File: src/rtl/iots_pkg.sv
// constants and types for the timer-skip and port instruction unit
// What this block does
// - timer-1 enable low, flag set: skip, clear
// - timer-2 enable low, flag set: skip, clear
// - timer-3 enable low, flag set: skip, clear
// - timer-4 enable low, flag set: skip, clear
// - port zero input pins into accumulator
// - accumulator into port zero output latch
// - port one input pins into accumulator
// - accumulator into port one output latch
// - port two input pins into accumulator
// - accumulator into port two output latch
// - port three input pins into accumulator
// - accumulator into port three output latch
// - port six input pins into accumulator
// - accumulator into port six output latch
// - set every discrete port bit to one
// - clear only the discrete bit Y selects
// - set only the discrete bit Y selects
// - skip when selected discrete bit is zero
// - single-bit port cleared or set by opcode
// - first pull-up register read and written
// - second pull-up register written and read
// - port two read forces accumulator top bit zero
package iots_pkg;
  // axi4-lite byte offsets
  localparam logic [3:0] OFS_IRQ_CTRL = 4'h0; // [3:0] first, [7:4] second
  localparam logic [3:0] OFS_TFLAGS   = 4'h4; // timer flags, write 1 clears
  localparam logic [3:0] OFS_PULLUP   = 4'h8; // [3:0] first, [7:4] second
  localparam logic [3:0] OFS_PORTS    = 4'hc; // [6:0] discrete, [8] single
  // field positions of the timer enables in the packed control vector
  localparam int T1_IE_POS = 2; // bit 2 of first control register
  localparam int T2_IE_POS = 3; // bit 3 of first control register
  localparam int T3_IE_POS = 4; // bit 0 of second control register
  localparam int T4_IE_POS = 5; // bit 1 of second control register
  localparam int DBIT_MAX  = 6; // highest valid discrete bit index
  // reset values
  localparam logic [7:0] IRQ_CTRL_RST = 8'h00;
  localparam logic [7:0] PULLUP_RST   = 8'h00;
  localparam logic [6:0] DPORT_RST    = 7'h00;
  localparam logic [1:0] RESP_OKAY    = 2'h0;
  localparam logic [1:0] RESP_SLVERR  = 2'h2;

  typedef enum logic [4:0] {
    CMD_NOP     = 5'h00,
    CMD_SKIP_T1 = 5'h01,
    CMD_SKIP_T2 = 5'h02,
    CMD_SKIP_T3 = 5'h03,
    CMD_SKIP_T4 = 5'h04,
    CMD_IN_P0   = 5'h05,
    CMD_OUT_P0  = 5'h06,
    CMD_IN_P1   = 5'h07,
    CMD_OUT_P1  = 5'h08,
    CMD_IN_P2   = 5'h09,
    CMD_OUT_P2  = 5'h0a,
    CMD_IN_P3   = 5'h0b,
    CMD_OUT_P3  = 5'h0c,
    CMD_IN_P6   = 5'h0d,
    CMD_OUT_P6  = 5'h0e,
    CMD_SET_D   = 5'h0f,
    CMD_CLR_DB  = 5'h10,
    CMD_SET_DB  = 5'h11,
    CMD_TEST_DB = 5'h12,
    CMD_CLR_C   = 5'h13,
    CMD_SET_C   = 5'h14,
    CMD_RD_PU0  = 5'h15,
    CMD_WR_PU0  = 5'h16,
    CMD_RD_PU1  = 5'h17,
    CMD_WR_PU1  = 5'h18
  } iots_cmd_t;
endpackage : iots_pkg

File: src/rtl/iots_unit.sv
// timer-flag skip and port transfer instruction unit with axi4-lite regs
//
// Decided for this implementation: the register addresses and the AXI4-Lite register port.
`timescale 1ns/1ps
module iots_unit import iots_pkg::*; (
  input  wire logic        clk,           // core clock, 25 MHz
  input  wire logic        resetn,        // async reset, active low
  input  wire logic        exec_valid,    // one instruction this cycle
  input  wire iots_cmd_t   exec_cmd,      // decoded instruction
  input  wire logic [3:0]  acc_in,        // accumulator contents
  input  wire logic [3:0]  y_in,          // index register
  input  wire logic [3:0]  tmr_evt,       // timer 1..4 underflow pulses
  output logic             acc_we,        // load accumulator, pulse
  output logic [3:0]       acc_out,       // new accumulator value
  output logic             skip_next,     // next instruction skipped
  input  wire logic [3:0]  p0_in,         // port zero pins
  input  wire logic [3:0]  p1_in,         // port one pins
  input  wire logic [2:0]  p2_in,         // port two pins
  input  wire logic [3:0]  p3_in,         // port three pins
  input  wire logic [3:0]  p6_in,         // port six pins
  output logic [3:0]       p0_out,        // port zero latch
  output logic [3:0]       p1_out,        // port one latch
  output logic [2:0]       p2_out,        // port two latch
  output logic [3:0]       p3_out,        // port three latch
  output logic [3:0]       p6_out,        // port six latch
  output logic [6:0]       d_out,         // discrete port latch
  output logic             c_out,         // single-bit port
  output logic [3:0]       pu0_out,       // first pull-up control
  output logic [3:0]       pu1_out,       // second pull-up control
  input  wire logic [3:0]  s_axi_awaddr,  // write address
  input  wire logic        s_axi_awvalid, // write address valid
  output logic             s_axi_awready, // write address ready
  input  wire logic [31:0] s_axi_wdata,   // write data
  input  wire logic [3:0]  s_axi_wstrb,   // write strobes
  input  wire logic        s_axi_wvalid,  // write data valid
  output logic             s_axi_wready,  // write data ready
  output logic [1:0]       s_axi_bresp,   // write response
  output logic             s_axi_bvalid,  // write response valid
  input  wire logic        s_axi_bready,  // write response ready
  input  wire logic [3:0]  s_axi_araddr,  // read address
  input  wire logic        s_axi_arvalid, // read address valid
  output logic             s_axi_arready, // read address ready
  output logic [31:0]      s_axi_rdata,   // read data
  output logic [1:0]       s_axi_rresp,   // read response
  output logic             s_axi_rvalid,  // read data valid
  input  wire logic        s_axi_rready   // read data ready
);

  typedef struct packed {
    logic [18:0] pin_s1;
    logic [18:0] pin_s2;
    logic [3:0]  tflag;
    logic [7:0]  irq_ctrl;
    logic        skip_pend;
    logic        acc_we;
    logic [3:0]  acc;
    logic        skip;
    logic [3:0]  p0;
    logic [3:0]  p1;
    logic [2:0]  p2;
    logic [3:0]  p3;
    logic [3:0]  p6;
    logic [6:0]  d;
    logic        c;
    logic [7:0]  pu;
    logic        awready;
    logic        bvalid;
    logic [1:0]  bresp;
    logic        arready;
    logic        rvalid;
    logic [1:0]  rresp;
    logic [31:0] rdata;
  } iots_state_t;

  localparam iots_state_t STATE_RST = '{
    irq_ctrl: IRQ_CTRL_RST, pu: PULLUP_RST, d: DPORT_RST, default: '0};

  iots_state_t q;
  iots_state_t d;

  logic [3:0] ie_vec;
  logic       go;
  logic [3:0] tclr;
  logic [3:0] sw_clr;
  logic [3:0] sp0;
  logic [3:0] sp1;
  logic [2:0] sp2;
  logic [3:0] sp3;
  logic [3:0] sp6;

  assign ie_vec = {q.irq_ctrl[T4_IE_POS], q.irq_ctrl[T3_IE_POS],
                   q.irq_ctrl[T2_IE_POS], q.irq_ctrl[T1_IE_POS]};
  // a skipped slot still arrives as exec_valid and is swallowed
  assign go = exec_valid && !q.skip_pend;
  assign {sp6, sp3, sp2, sp1, sp0} = q.pin_s2;

  always_comb begin
    d        = q;
    tclr     = 4'h0;
    sw_clr   = 4'h0;
    d.acc_we = 1'b0;
    d.skip   = 1'b0;
    d.pin_s1 = {p6_in, p3_in, p2_in, p1_in, p0_in};
    d.pin_s2 = q.pin_s1;
    if (exec_valid && q.skip_pend) begin
      d.skip_pend = 1'b0;
    end
    if (go) begin
      unique case (exec_cmd)
        CMD_SKIP_T1: tclr[0] = !ie_vec[0] && q.tflag[0];
        CMD_SKIP_T2: tclr[1] = !ie_vec[1] && q.tflag[1];
        CMD_SKIP_T3: tclr[2] = !ie_vec[2] && q.tflag[2];
        CMD_SKIP_T4: tclr[3] = !ie_vec[3] && q.tflag[3];
        CMD_IN_P0: begin
          d.acc    = sp0;
          d.acc_we = 1'b1;
        end
        CMD_IN_P1: begin
          d.acc    = sp1;
          d.acc_we = 1'b1;
        end
        CMD_IN_P2: begin
          d.acc    = {1'b0, sp2};
          d.acc_we = 1'b1;
        end
        CMD_IN_P3: begin
          d.acc    = sp3;
          d.acc_we = 1'b1;
        end
        CMD_IN_P6: begin
          d.acc    = sp6;
          d.acc_we = 1'b1;
        end
        CMD_OUT_P0: d.p0 = acc_in;
        CMD_OUT_P1: d.p1 = acc_in;
        CMD_OUT_P2: d.p2 = acc_in[2:0];
        CMD_OUT_P3: d.p3 = acc_in;
        CMD_OUT_P6: d.p6 = acc_in;
        CMD_SET_D: d.d = 7'h7f;
        CMD_CLR_DB: begin
          // index above the last bit leaves the port alone
          if (y_in <= 4'(DBIT_MAX)) d.d[y_in[2:0]] = 1'b0;
        end
        CMD_SET_DB: begin
          if (y_in <= 4'(DBIT_MAX)) d.d[y_in[2:0]] = 1'b1;
        end
        CMD_TEST_DB: begin
          if (y_in <= 4'(DBIT_MAX) && !q.d[y_in[2:0]]) begin
            d.skip      = 1'b1;
            d.skip_pend = 1'b1;
          end
        end
        CMD_CLR_C: d.c = 1'b0;
        CMD_SET_C: d.c = 1'b1;
        CMD_RD_PU0: begin
          d.acc    = q.pu[3:0];
          d.acc_we = 1'b1;
        end
        CMD_WR_PU0: d.pu[3:0] = acc_in;
        CMD_RD_PU1: begin
          d.acc    = q.pu[7:4];
          d.acc_we = 1'b1;
        end
        CMD_WR_PU1: d.pu[7:4] = acc_in;
        default: ;
      endcase
      if (tclr != 4'h0) begin
        d.skip      = 1'b1;
        d.skip_pend = 1'b1;
      end
    end

    // axi write: ready for one cycle once both channels are offered
    d.awready = 1'b0;
    if (s_axi_awvalid && s_axi_wvalid && !q.awready && !q.bvalid) begin
      d.awready = 1'b1;
    end
    if (q.awready) begin
      d.bvalid = 1'b1;
      d.bresp  = RESP_OKAY;
      unique case (s_axi_awaddr)
        OFS_IRQ_CTRL: begin
          if (s_axi_wstrb[0]) d.irq_ctrl = s_axi_wdata[7:0];
        end
        OFS_TFLAGS: begin
          if (s_axi_wstrb[0]) sw_clr = s_axi_wdata[3:0];
        end
        OFS_PULLUP, OFS_PORTS: ; // read only, writes ignored
        default: d.bresp = RESP_SLVERR;
      endcase
    end else if (q.bvalid && s_axi_bready) begin
      d.bvalid = 1'b0;
    end

    // axi read
    d.arready = 1'b0;
    if (s_axi_arvalid && !q.arready && !q.rvalid) begin
      d.arready = 1'b1;
    end
    if (q.arready) begin
      d.rvalid = 1'b1;
      d.rresp  = RESP_OKAY;
      d.rdata  = 32'h0;
      unique case (s_axi_araddr)
        OFS_IRQ_CTRL: d.rdata[7:0] = q.irq_ctrl;
        OFS_TFLAGS:   d.rdata[3:0] = q.tflag;
        OFS_PULLUP:   d.rdata[7:0] = q.pu;
        OFS_PORTS:    d.rdata[8:0] = {q.c, 1'b0, q.d};
        default:      d.rresp      = RESP_SLVERR;
      endcase
    end else if (q.rvalid && s_axi_rready) begin
      d.rvalid = 1'b0;
    end

    // a new underflow in the clearing cycle survives the clear
    d.tflag = (q.tflag & ~(tclr | sw_clr)) | tmr_evt;
  end

  always_ff @(posedge clk or negedge resetn) begin
    if (!resetn) begin
      q <= STATE_RST;
    end else begin
      q <= d;
    end
  end

  assign acc_we        = q.acc_we;
  assign acc_out       = q.acc;
  assign skip_next     = q.skip;
  assign p0_out        = q.p0;
  assign p1_out        = q.p1;
  assign p2_out        = q.p2;
  assign p3_out        = q.p3;
  assign p6_out        = q.p6;
  assign d_out         = q.d;
  assign c_out         = q.c;
  assign pu0_out       = q.pu[3:0];
  assign pu1_out       = q.pu[7:4];
  assign s_axi_awready = q.awready;
  assign s_axi_wready  = q.awready;
  assign s_axi_bvalid  = q.bvalid;
  assign s_axi_bresp   = q.bresp;
  assign s_axi_arready = q.arready;
  assign s_axi_rvalid  = q.rvalid;
  assign s_axi_rresp   = q.rresp;
  assign s_axi_rdata   = q.rdata;
endmodule : iots_unit

File: config.mk
export PLATFORM = sky130hd
export DESIGN_NAME = iots_unit
export DESIGN_NICKNAME = d
export VERILOG_FILES = /design/src/rtl/iots_pkg.sv /design/src/rtl/iots_unit.sv
export SDC_FILE = /design/constraint.sdc
export NUM_CORES = 1
export LEC_CHECK = 0
export ABC_AREA = 1
export BUFFER_PORTS_ARGS = -buffer_cell sky130_fd_sc_hd__clkbuf_2
export CAP_MARGIN = 20
export CORE_ASPECT_RATIO = 1.5
export CORE_MARGIN = 2
export CORE_UTILIZATION = 40
export CTS_CLUSTER_DIAMETER = 120
export DETAILED_ROUTE_END_ITERATION = 10
export HOLD_SLACK_MARGIN = 0.1
export PLACE_DENSITY = 0.72
export SYNTH_ARGS = -nofsm -noshare
export SYNTH_HDL_FRONTEND = slang
export SYNTH_SLANG_ARGS = --single-unit
File: constraint.sdc
create_clock -name clk -period 1.4 [get_ports clk]
set_input_delay 0.14 -clock clk [delete_from_list [all_inputs] [get_ports clk]]
set_output_delay 0.14 -clock clk [all_outputs]
set_load 0.005 [all_outputs]
==> results of run 1 <==
## cells in the mapped netlist (3+ instances only)
| cell type | instances | area (um2) |
|---|---|---|
| dfrtp_1 | 107 | 2680 |
| o21ai_1 | 5 | 25.0 |
| o21ai_2 | 5 | 43.8 |
| buf_4 | 76 | 571 |
| nand3_1 | 36 | 180 |
| nor2_1 | 37 | 139 |
| o21bai_1 | 4 | 30.0 |
| o21ai_0 | 39 | 195 |
| nor2_4 | 4 | 45.0 |
| inv_1 | 41 | 154 |
| a21oi_1 | 7 | 35.0 |
| nand2_1 | 188 | 706 |
| inv_2 | 4 | 15.0 |
| nor3_2 | 3 | 30.0 |
| mux2_2 | 6 | 67.6 |
| nor3_1 | 6 | 30.0 |
## per-layer routing
| metal | vias up | track usage | wire (um) |
|---|---|---|---|
| met2 | 119 | 0.329 | 6530 |
| met3 | 23 | 0.0404 | 517 |
| li1 | 2017 | - | - |
| met4 | 0 | 0.0752 | 303 |
| met1 | 1903 | 0.201 | 4650 |
| met5 | - | 0 | 0 |
## sequential cells by signal, summed over array words and instances, names as in the netlist, 3 cells and up
signal	flops
acc_out	4
d	19
d_out	7
ie_vec	4
p0_out	4
p1_out	4
p2_out	3
p3_out	4
p6_out	4
pu0_out	4
pu1_out	4
q	28
s_axi_rdata	9
## power by group through the flow
stage	clock network [mW]	registers [mW]	logic, mW
global route	2.77	3.78	1.43
global placement	0	3.79	1.14
CTS	2.63	3.74	1.27
floorplan	0	3.70	0.950
finish	2.58	3.74	1.26
detailed placement	0	3.80	1.17
## logic make-up (layout without fill, tap and decap cells)
group	Yosys count	after routing	synth area share
simple gates	284	284	0.237
mux	6	6	0.0133
compound gates	62	62	0.0679
buf+inv	125	241	0.152
flops	107	107	0.529
other cells	1	25	0.000740
## critical path, delay by kind of cell, from the launching register on
| family | cells | cell delay [ns] |
|---|---|---|
| buffers and inverters | 2 | 0.25 |
| and+or+nand+nor | 4 | 0.52 |
| AOI/OAI and AO/OA | 1 | 0.05 |
| DFF | 1 | 0.41 |
## final timing paths
path,startpoint,end,slack (ns)
min reg2reg,d[110],q[110],0.35
min,acc_in[3],p3_out[3],0.13
max reg2reg,q[81],p3_out[0],0.05
min in group asynchronous,resetn,q[91],0.23
max,q[81],p3_out[0],0.05
max in group asynchronous,resetn,q[95],0.52
## what timing repair did
item | in CTS | in global routing
setup buffers | 0 | 1
hold endpoints to repair | 144 | 1
endpoints found under the setup margin | 0 | 33
hold buffers | 40 | 1
gates resized for setup | 0 | 16
## per-stage QoR
stage          hold slack [ns]  setup TNS (ns)
6_report                 0.135               0
5_1_grt                  0.140         -0.0763
4_1_cts                  0.150               0
3_5_place_dp            0.0115               0
3_3_place_gp            0.0124               0
2_1_floorplan           -0.156               0
## final cells by class
cell class / instances / area share
clock buffers: 10 / 0.0365
clock inverters: 6 / 0.0110
inverters: 45 / 0.0273
multi-input cells: 377 / 0.276
flip-flops and latches: 107 / 0.427
well taps: 156 / 0.0311
repair buffers: 180 / 0.191
==> flow_summary.yaml, run 1 <==
floorplanning:
  design.core.area_mm2: 0.0124
  die_x_um: 95.9
  dieArea_mm2: 0.0136
  die_y_um: 142
  ioPinCount: 170
  start_util: 0.407
  row_count: 50
worst_hold_path:
  worst_hold_path_type: "in2reg"
  whs_path_depth: 3
route:
  avgRoutedWirePerCell_um: 13.6
  postRouteAntennaNets: 0
  num_vias: 4062
  drt_pass1_iterations: 4
  drc: 0
  routed_wl_um: 12000
  drtIter0Drc: 173
  vias_per_cell: 4.61
cells_and_area:
  fin_util: 0.504
  final_common_cell: "nand2_1"
  area_growth_pct: 23.8
  layout-drive-gt1-share: 0.263
  design_area_mm2: 0.00627
  regArea_mm2: 0.00268
  fin_nets: 808
  nFillCells: 1184
  fin_cells: 881
  multi_input_area_mm2: 0.00173
  most-common-layout-cells: "183 x nand2_1, 115 x clkbuf_2, 107 x dfrtp_1, 40 x inv_1, 39 x dlygate4sd3_1"
  antenna-diode-count: 0
timing:
  max_freq_mhz: 738
  hold_viol_final: 0
  drv_slew: 0
  fin_ws_ns: 0.0455
  rsz0062_at_grt: "yes"
  period_minus_slack_ns: 1.35
  period_share: 0.968
  setup_viol: 0
  finClkSkew_ns: 0.00781
critical_path:
  endpoint_kind: "flop"
  worstPathArrival_ns: 1.60
  crit_chain: "nor2_4 -> inv_4 -> nor2_4 -> nand4_1 -> buf_6 -> nand2_1 -> o21ai_1"
  start_kind: "flop"
  cp_max_fo: 8
  cp.required_ns: 1.64
  crit_type: "reg2reg"
  path_common_cell: "nor2_4"
  r2r_cells: 7
  slowest_delay_ns: 0.41
  cp_slowest_cell: "dfrtp_1"
pwr:
  pwr-share-seq: 0.494
  clock_power_share: 0.340
  p_int_mw: 5.46
  p_per_area_mw_per_mm2: 1210
  power.switching_mw: 2.13
  ir_drop_uv: 722
  totalPowerFinal_mw: 7.58
  pwr-share-comb: 0.166
  sw_frac_of_total: 0.280
  p_leak_nw: 3.40
status:
  outcome: "finished clean"
logic_synthesis:
  netlist_area_mm2: 0.00506
  ys_ff_latch: 107
  netlist_instances: 585
  synth_edf_count: 0
  synth_ff_type: "dfrtp_1"
  ys_async_sr_fraction: 1.00
  ys_seq_area_frac: 0.529
  ys_warn_count: 0
  syn_avg_cell_area_um2: 8.66
  synth.distinct_cells: 26
placed_design:
  placed_cells: 825
  place_congestion: 0.891
  dpl-instance-area_mm2: 0.00554
  dp_slack_ns: 0.0429
  port_buffers: 117
  dpl.hpwl_um: 8850
global_routing:
  grt.total_usage: 0.182
  grt_pass1_wl_um: 18700
  antenna_found_initial: 0
  grt_overflow: 0
  grt_pass1_vias: 3839
  grt_start_max_net_pins: 75
cts:
  htreeDepth: 3
  clock-sinks: 107
  clk_pin_slew_ns: 0.08
  cts-buffers-inserted: 9
  cts_tree: "done"
  clockBufferDepth: 2
  root_buffer: "clkbuf_16"
  insertion_delay_ns: 0.36
job:
  maxCapViolCount: 0
Note: power is estimated with default switching activity, not from simulation.
==> run 2, diff against run 1 <==
Settings changed: SETUP_SLACK_MARGIN from default to 0.2.
==> run 2 against run 1 <==
Cell count is the same. Critical path depth is the same. Clock power shrank 4%. Critical path type unchanged. Critical endpoint is now p3_out[1]. Largest cell class unchanged. Largest power group unchanged.
==> flow_summary.yaml, run 2 (synthesis results as in run 1) <==
status:
  outcome: "finished clean"
critical_path:
  path_buf_inv: 2
  crit_family: "simple AND/OR/NAND/NOR gates"
  cp_max_fo: 8
  crit_chain: "nor2_4 -> inv_4 -> nor2_4 -> nand4_1 -> buf_6 -> nand2_1 -> o21ai_1"
  path_common_cell: "nor2_4"
  regToRegEndpoint: "p3_out[1]"
  slowest_delay_ns: 0.41
  cp_slowest_cell: "dfrtp_1"
  start_kind: "flop"
  crit_cells: 7
  r2r_cells: 7
  crit_type: "reg2reg"
  endpoint_kind: "flop"
  r2r_slack_ns: 0.08
  cp.required_ns: 1.63
  worstPathArrival_ns: 1.55
  r2r_start: "q[81]"
floorplanning:
  start_util: 0.407
  ioPinCount: 170
  die_x_um: 95.9
  design.core.area_mm2: 0.0124
  row_count: 50
  dieArea_mm2: 0.0136
  die_y_um: 142
timing:
  finClkSkew_ns: 0.00671
  hold_viol_final: 0
  worst_pin_slew_ns: 0.518
  relSlewSlack: 0.653
  fin_ws_ns: 0.0834
  setup_viol: 0
  period_minus_slack_ns: 1.32
  drv_slew: 0
  max_freq_mhz: 760
  rsz0062_at_grt: "yes"
  period_share: 0.940
  tns_ns: 0
route:
  drt_pass1_iterations: 7
  routed_wl_um: 11900
  vias_per_cell: 4.61
  avgRoutedWirePerCell_um: 13.5
  drc: 0
  drtIter0Drc: 181
  num_vias: 4064
  postRouteAntennaNets: 0
cts:
  clk_pin_slew_ns: 0.07
  root_buffer: "clkbuf_16"
  clockBufferDepth: 2
  cts-buffers-inserted: 9
  htreeDepth: 3
  clock-sinks: 107
  cts_tree: "done"
  insertion_delay_ns: 0.35
cells_and_area:
  fin_cells: 881
  fin_nets: 808
  antenna-diode-count: 0
  final_common_cell: "nand2_1"
  area_growth_pct: 27.0
  largest_reg_flops: 28
  largest_register: "q"
  most-common-layout-cells: "168 x nand2_1, 116 x clkbuf_2, 106 x dfrtp_1, 40 x inv_1, 40 x dlygate4sd3_1"
  nFillCells: 1176
  design_area_mm2: 0.00643
  layout-drive-gt1-share: 0.292
placed_design:
  dpl-instance-area_mm2: 0.00549
  placed_cells: 816
  place_congestion: 0.864
  dpl.hpwl_um: 8620
  port_buffers: 117
  dp_slack_ns: 0.0682
pwr:
  ir_drop_uv: 891
  p_leak_nw: 3.45
  p_per_area_mw_per_mm2: 1170
worst_hold_path:
  worst_hold_path_type: "in2reg"
  whs_path_depth: 3
  whs_endpoint: "pu1_out[3]"
  hold_start: "acc_in[3]"
global_routing:
  grt_pass1_wl_um: 18700
  grt.total_usage: 0.180
  antenna_found_initial: 0
  grt_overflow: 0
  grt_start_max_net_pins: 48
  grt_pass1_vias: 3891
job:
  maxCapViolCount: 0
-- run 2: cell count changes in the layout (fill, tap and decap cells not counted), moves of 3 or more --
| cell | before | now |
|---|---|---|
| nand2_4 | 0 | 5 |
| o21ai_0 | 35 | 29 |
| buf_4 | 21 | 17 |
| nand2_2 | 7 | 15 |
| nand2_1 | 183 | 168 |
| o21ai_1 | 9 | 15 |
| nand3_4 | 0 | 3 |
-- run 2: metrics by stage --
step                utilization  power, mW  hold slack [ns]
floorplan                     -       4.65           -0.156
global placement          0.441       4.91            0.110
detailed placement        0.441       4.94            0.111
CTS                       0.504       7.55            0.136
global route              0.516       7.94            0.167
finish                    0.516       7.52            0.144
-- run 2: timing repair --
item / in CTS / in global routing
hold endpoints to repair: 97 / 1
setup endpoints to repair: 38 / 50
buffers inserted: 2 / 6
gates resized for setup: 17 / 35
pin swaps: 2 / 10
hold buffers: 40 / 1
gates cloned: 1 / 0
-- run 2: how the worst max path moves through the flow --
| stage | start | to | slack (ns) |
|---|---|---|---|
| floorplan | q[81] | p3_out[0] | 0.21 |
| global placement | exec_cmd[4] | pu1_out[2] | 0.09 |
| detailed placement | exec_cmd[4] | pu0_out[2] | 0.07 |
| CTS | q[81] | p0_out[1] | 0.09 |
| global route | q[81] | p3_out[2] | 0.01 |
| finish | q[81] | p3_out[1] | 0.08 |
-- run 2: worst min-delay path, cell delays in order --
cell and delay (ns):
clkbuf_2 0.07, inv_1 0.10, o21ai_1 0.14
-- run 2: power by group --
part	internal, mW	switching (mW)
Clock	1.26	1.22
Sequential	3.45	0.309
Combinational	0.609	0.678
Total	5.32	2.20
-- run 2: area by class of cell --
class | instances | area (um2) | share of cell area
multi-input cells | 378 | 1880 | 0.292
inverters | 45 | 171 | 0.0267
clock inverters | 7 | 70.1 | 0.0109
clock buffers | 9 | 225 | 0.0350
repair buffers | 179 | 1210 | 0.188
flip-flops and latches | 107 | 2680 | 0.417
well taps | 156 | 195 | 0.0304
-- run 2: layer usage --
metal | track usage | wire length (um) | vias up
met5 | 0 | 0 | -
met2 | 0.337 | 6620 | 128
met4 | 0.0549 | 224 | 0
li1 | - | - | 2021
met3 | 0.0351 | 609 | 17
met1 | 0.200 | 4460 | 1898
==> run 3, diff against run 2 <==
Settings changed: CORE_ASPECT_RATIO 1.5 to 1.1, PLACE_DENSITY 0.72 to 0.69.
Clock period 1.4 ns to 1.3 ns, I/O delays scaled along.
==> run 3 against run 2 <==
Utilization grew 1.1 points. Setup slack lost 0.027 ns. Die area shrank 0.12%. Cell count grew 1.7%. First-iteration DRC count shrank 7.2%. Non-clock buffer count grew 14. Flip-flop and latch count is the same. Design area grew 2.3%. Count of clock-buffer cells in the layout is the same. Clock skew shrank 0.00066 ns.
==> flow_summary.yaml, run 3 (synthesis results as in run 1) <==
floorplanning:
  design.core.area_mm2: 0.0125
  row_count: 43
  die_y_um: 122
  ioPinCount: 170
  start_util: 0.406
  dieArea_mm2: 0.0136
  die_x_um: 111
route:
  num_vias: 4156
  drt_pass1_iterations: 4
  drc: 0
  routed_wl_um: 12000
  avgRoutedWirePerCell_um: 13.4
  vias_per_cell: 4.64
  postRouteAntennaNets: 0
  drtIter0Drc: 168
global_routing:
  grt.total_usage: 0.179
  grt_overflow: 0
  grt_pass1_vias: 4053
  grt_start_max_net_pins: 108
  grt_pass1_wl_um: 19400
  antenna_found_initial: 0
timing:
  period_share: 0.956
  rsz0062_at_grt: "yes"
  period_minus_slack_ns: 1.24
  finClkSkew_ns: 0.00605
  fin_ws_ns: 0.0567
  worst_pin_slew_ns: 0.565
  max_freq_mhz: 804
  hold_viol_final: 0
  drv_slew: 0
  relSlewSlack: 0.623
  setup_viol: 0
worst_hold_path:
  worst_hold_path_type: "in2reg"
  hold_start: "acc_in[3]"
  whs_endpoint: "p6_out[3]"
  whs_path_depth: 3
pwr:
  pwr-share-comb: 0.193
  pwr-share-seq: 0.488
  totalPowerFinal_mw: 8.25
  clock_power_share: 0.319
  p_int_mw: 5.86
  p_leak_nw: 3.53
  ir_drop_uv: 920
  power.switching_mw: 2.38
  p_per_area_mw_per_mm2: 1250
  sw_frac_of_total: 0.289
cells_and_area:
  final_common_cell: "nand2_1"
  largest_register: "q"
  largest_reg_flops: 28
  fin_nets: 822
  fin_cells: 896
  layout-drive-gt1-share: 0.313
  antenna-diode-count: 0
  most-common-layout-cells: "176 x nand2_1, 111 x clkbuf_2, 99 x dfrtp_1, 40 x dlygate4sd3_1, 39 x inv_1"
  nFillCells: 1121
  area_growth_pct: 29.9
placed_design:
  dpl.hpwl_um: 8550
  port_buffers: 117
  place_congestion: 0.847
  dp_slack_ns: -0.0505
  placed_cells: 822
critical_path:
  cp.required_ns: 1.54
  cp_max_fo: 4
  worstPathArrival_ns: 1.48
  regToRegEndpoint: "c_out"
  r2r_slack_ns: 0.06
  crit_type: "reg2reg"
  r2r_cells: 6
  endpoint_kind: "flop"
  r2r_start: "q[81]"
  start_kind: "flop"
job:
  maxCapViolCount: 0
cts:
  cts-buffers-inserted: 9
  clockBufferDepth: 2
  clk_pin_slew_ns: 0.07
  cts_tree: "done"
  clock-sinks: 107
  htreeDepth: 3
  insertion_delay_ns: 0.35
  root_buffer: "clkbuf_16"
status:
  outcome: "finished clean"
run 3: stage by stage:
stage | setup TNS (ns) | utilization | hold slack (ns) | area [um2]
2_1_floorplan | 0 | - | -0.166 | 5170
3_3_place_gp | 0 | 0.443 | 0.230 | 5530
3_5_place_dp | -0.0783 | 0.443 | 0.240 | 5530
4_1_cts | 0 | 0.512 | 0.144 | 6390
5_1_grt | -0.0443 | 0.527 | 0.202 | 6580
6_report | 0 | 0.527 | 0.154 | 6580
run 3: how the worst max path moves through the flow:
stage | start | endpoint | slack [ns] | cells past startpoint
3_3_place_gp | exec_cmd[1] | d_out[1] | 0.04 | 11
2_1_floorplan | q[81] | p3_out[0] | 0.11 | 6
4_1_cts | q[81] | p1_out[2] | 0.05 | 7
3_5_place_dp | q[81] | p3_out[0] | -0.05 | 5
5_1_grt | q[81] | p2_out[1] | -0.01 | 7
6_report | q[81] | c_out | 0.06 | 6
run 3: worst max-delay path, cell delays in order (launching register included):
cell and delay, ns:
dfrtp_1 0.41, nor2_4 0.10, inv_2 0.07, nor2_4 0.21
buf_6 0.13, nand2_1 0.04, a22o_1 0.17
run 3: what timing repair did:
item | in CTS | in global routing
setup buffers | 12 | 5
pin swaps | 4 | 9
endpoints found under the hold margin | 144 | 0
gates resized for setup | 19 | 49
setup endpoints to repair | 49 | 59
hold buffers | 40 | 0
gates cloned | 1 | 0
run 3: area by class of cell:
type	instances	area (um2)	area share
multi-input combinational	378	1890	0.287
sequential	107	2690	0.409
clock buffer	9	225	0.0342
timing repair buffer	193	1350	0.204
clock inverter	7	67.6	0.0103
inverter	45	171	0.0261
tap	157	196	0.0299
run 3: power groups by stage:
stage	registers, mW	clock network (mW)	logic, mW
2_1_floorplan	3.98	0	1.03
3_3_place_gp	4.08	0	1.21
3_5_place_dp	4.09	0	1.25
4_1_cts	4.01	2.69	1.46
5_1_grt	4.07	2.84	1.79
6_report	4.03	2.63	1.59
run 3: per-layer routing:
metal  global-route usage  up-vias  part of all wire
met4               0.0440        0             0.010
met1                0.215     1967              0.41
met2                0.326      128              0.52
met5                    0        -                 0
li1                     -     2051                 -
met3               0.0423       10             0.061
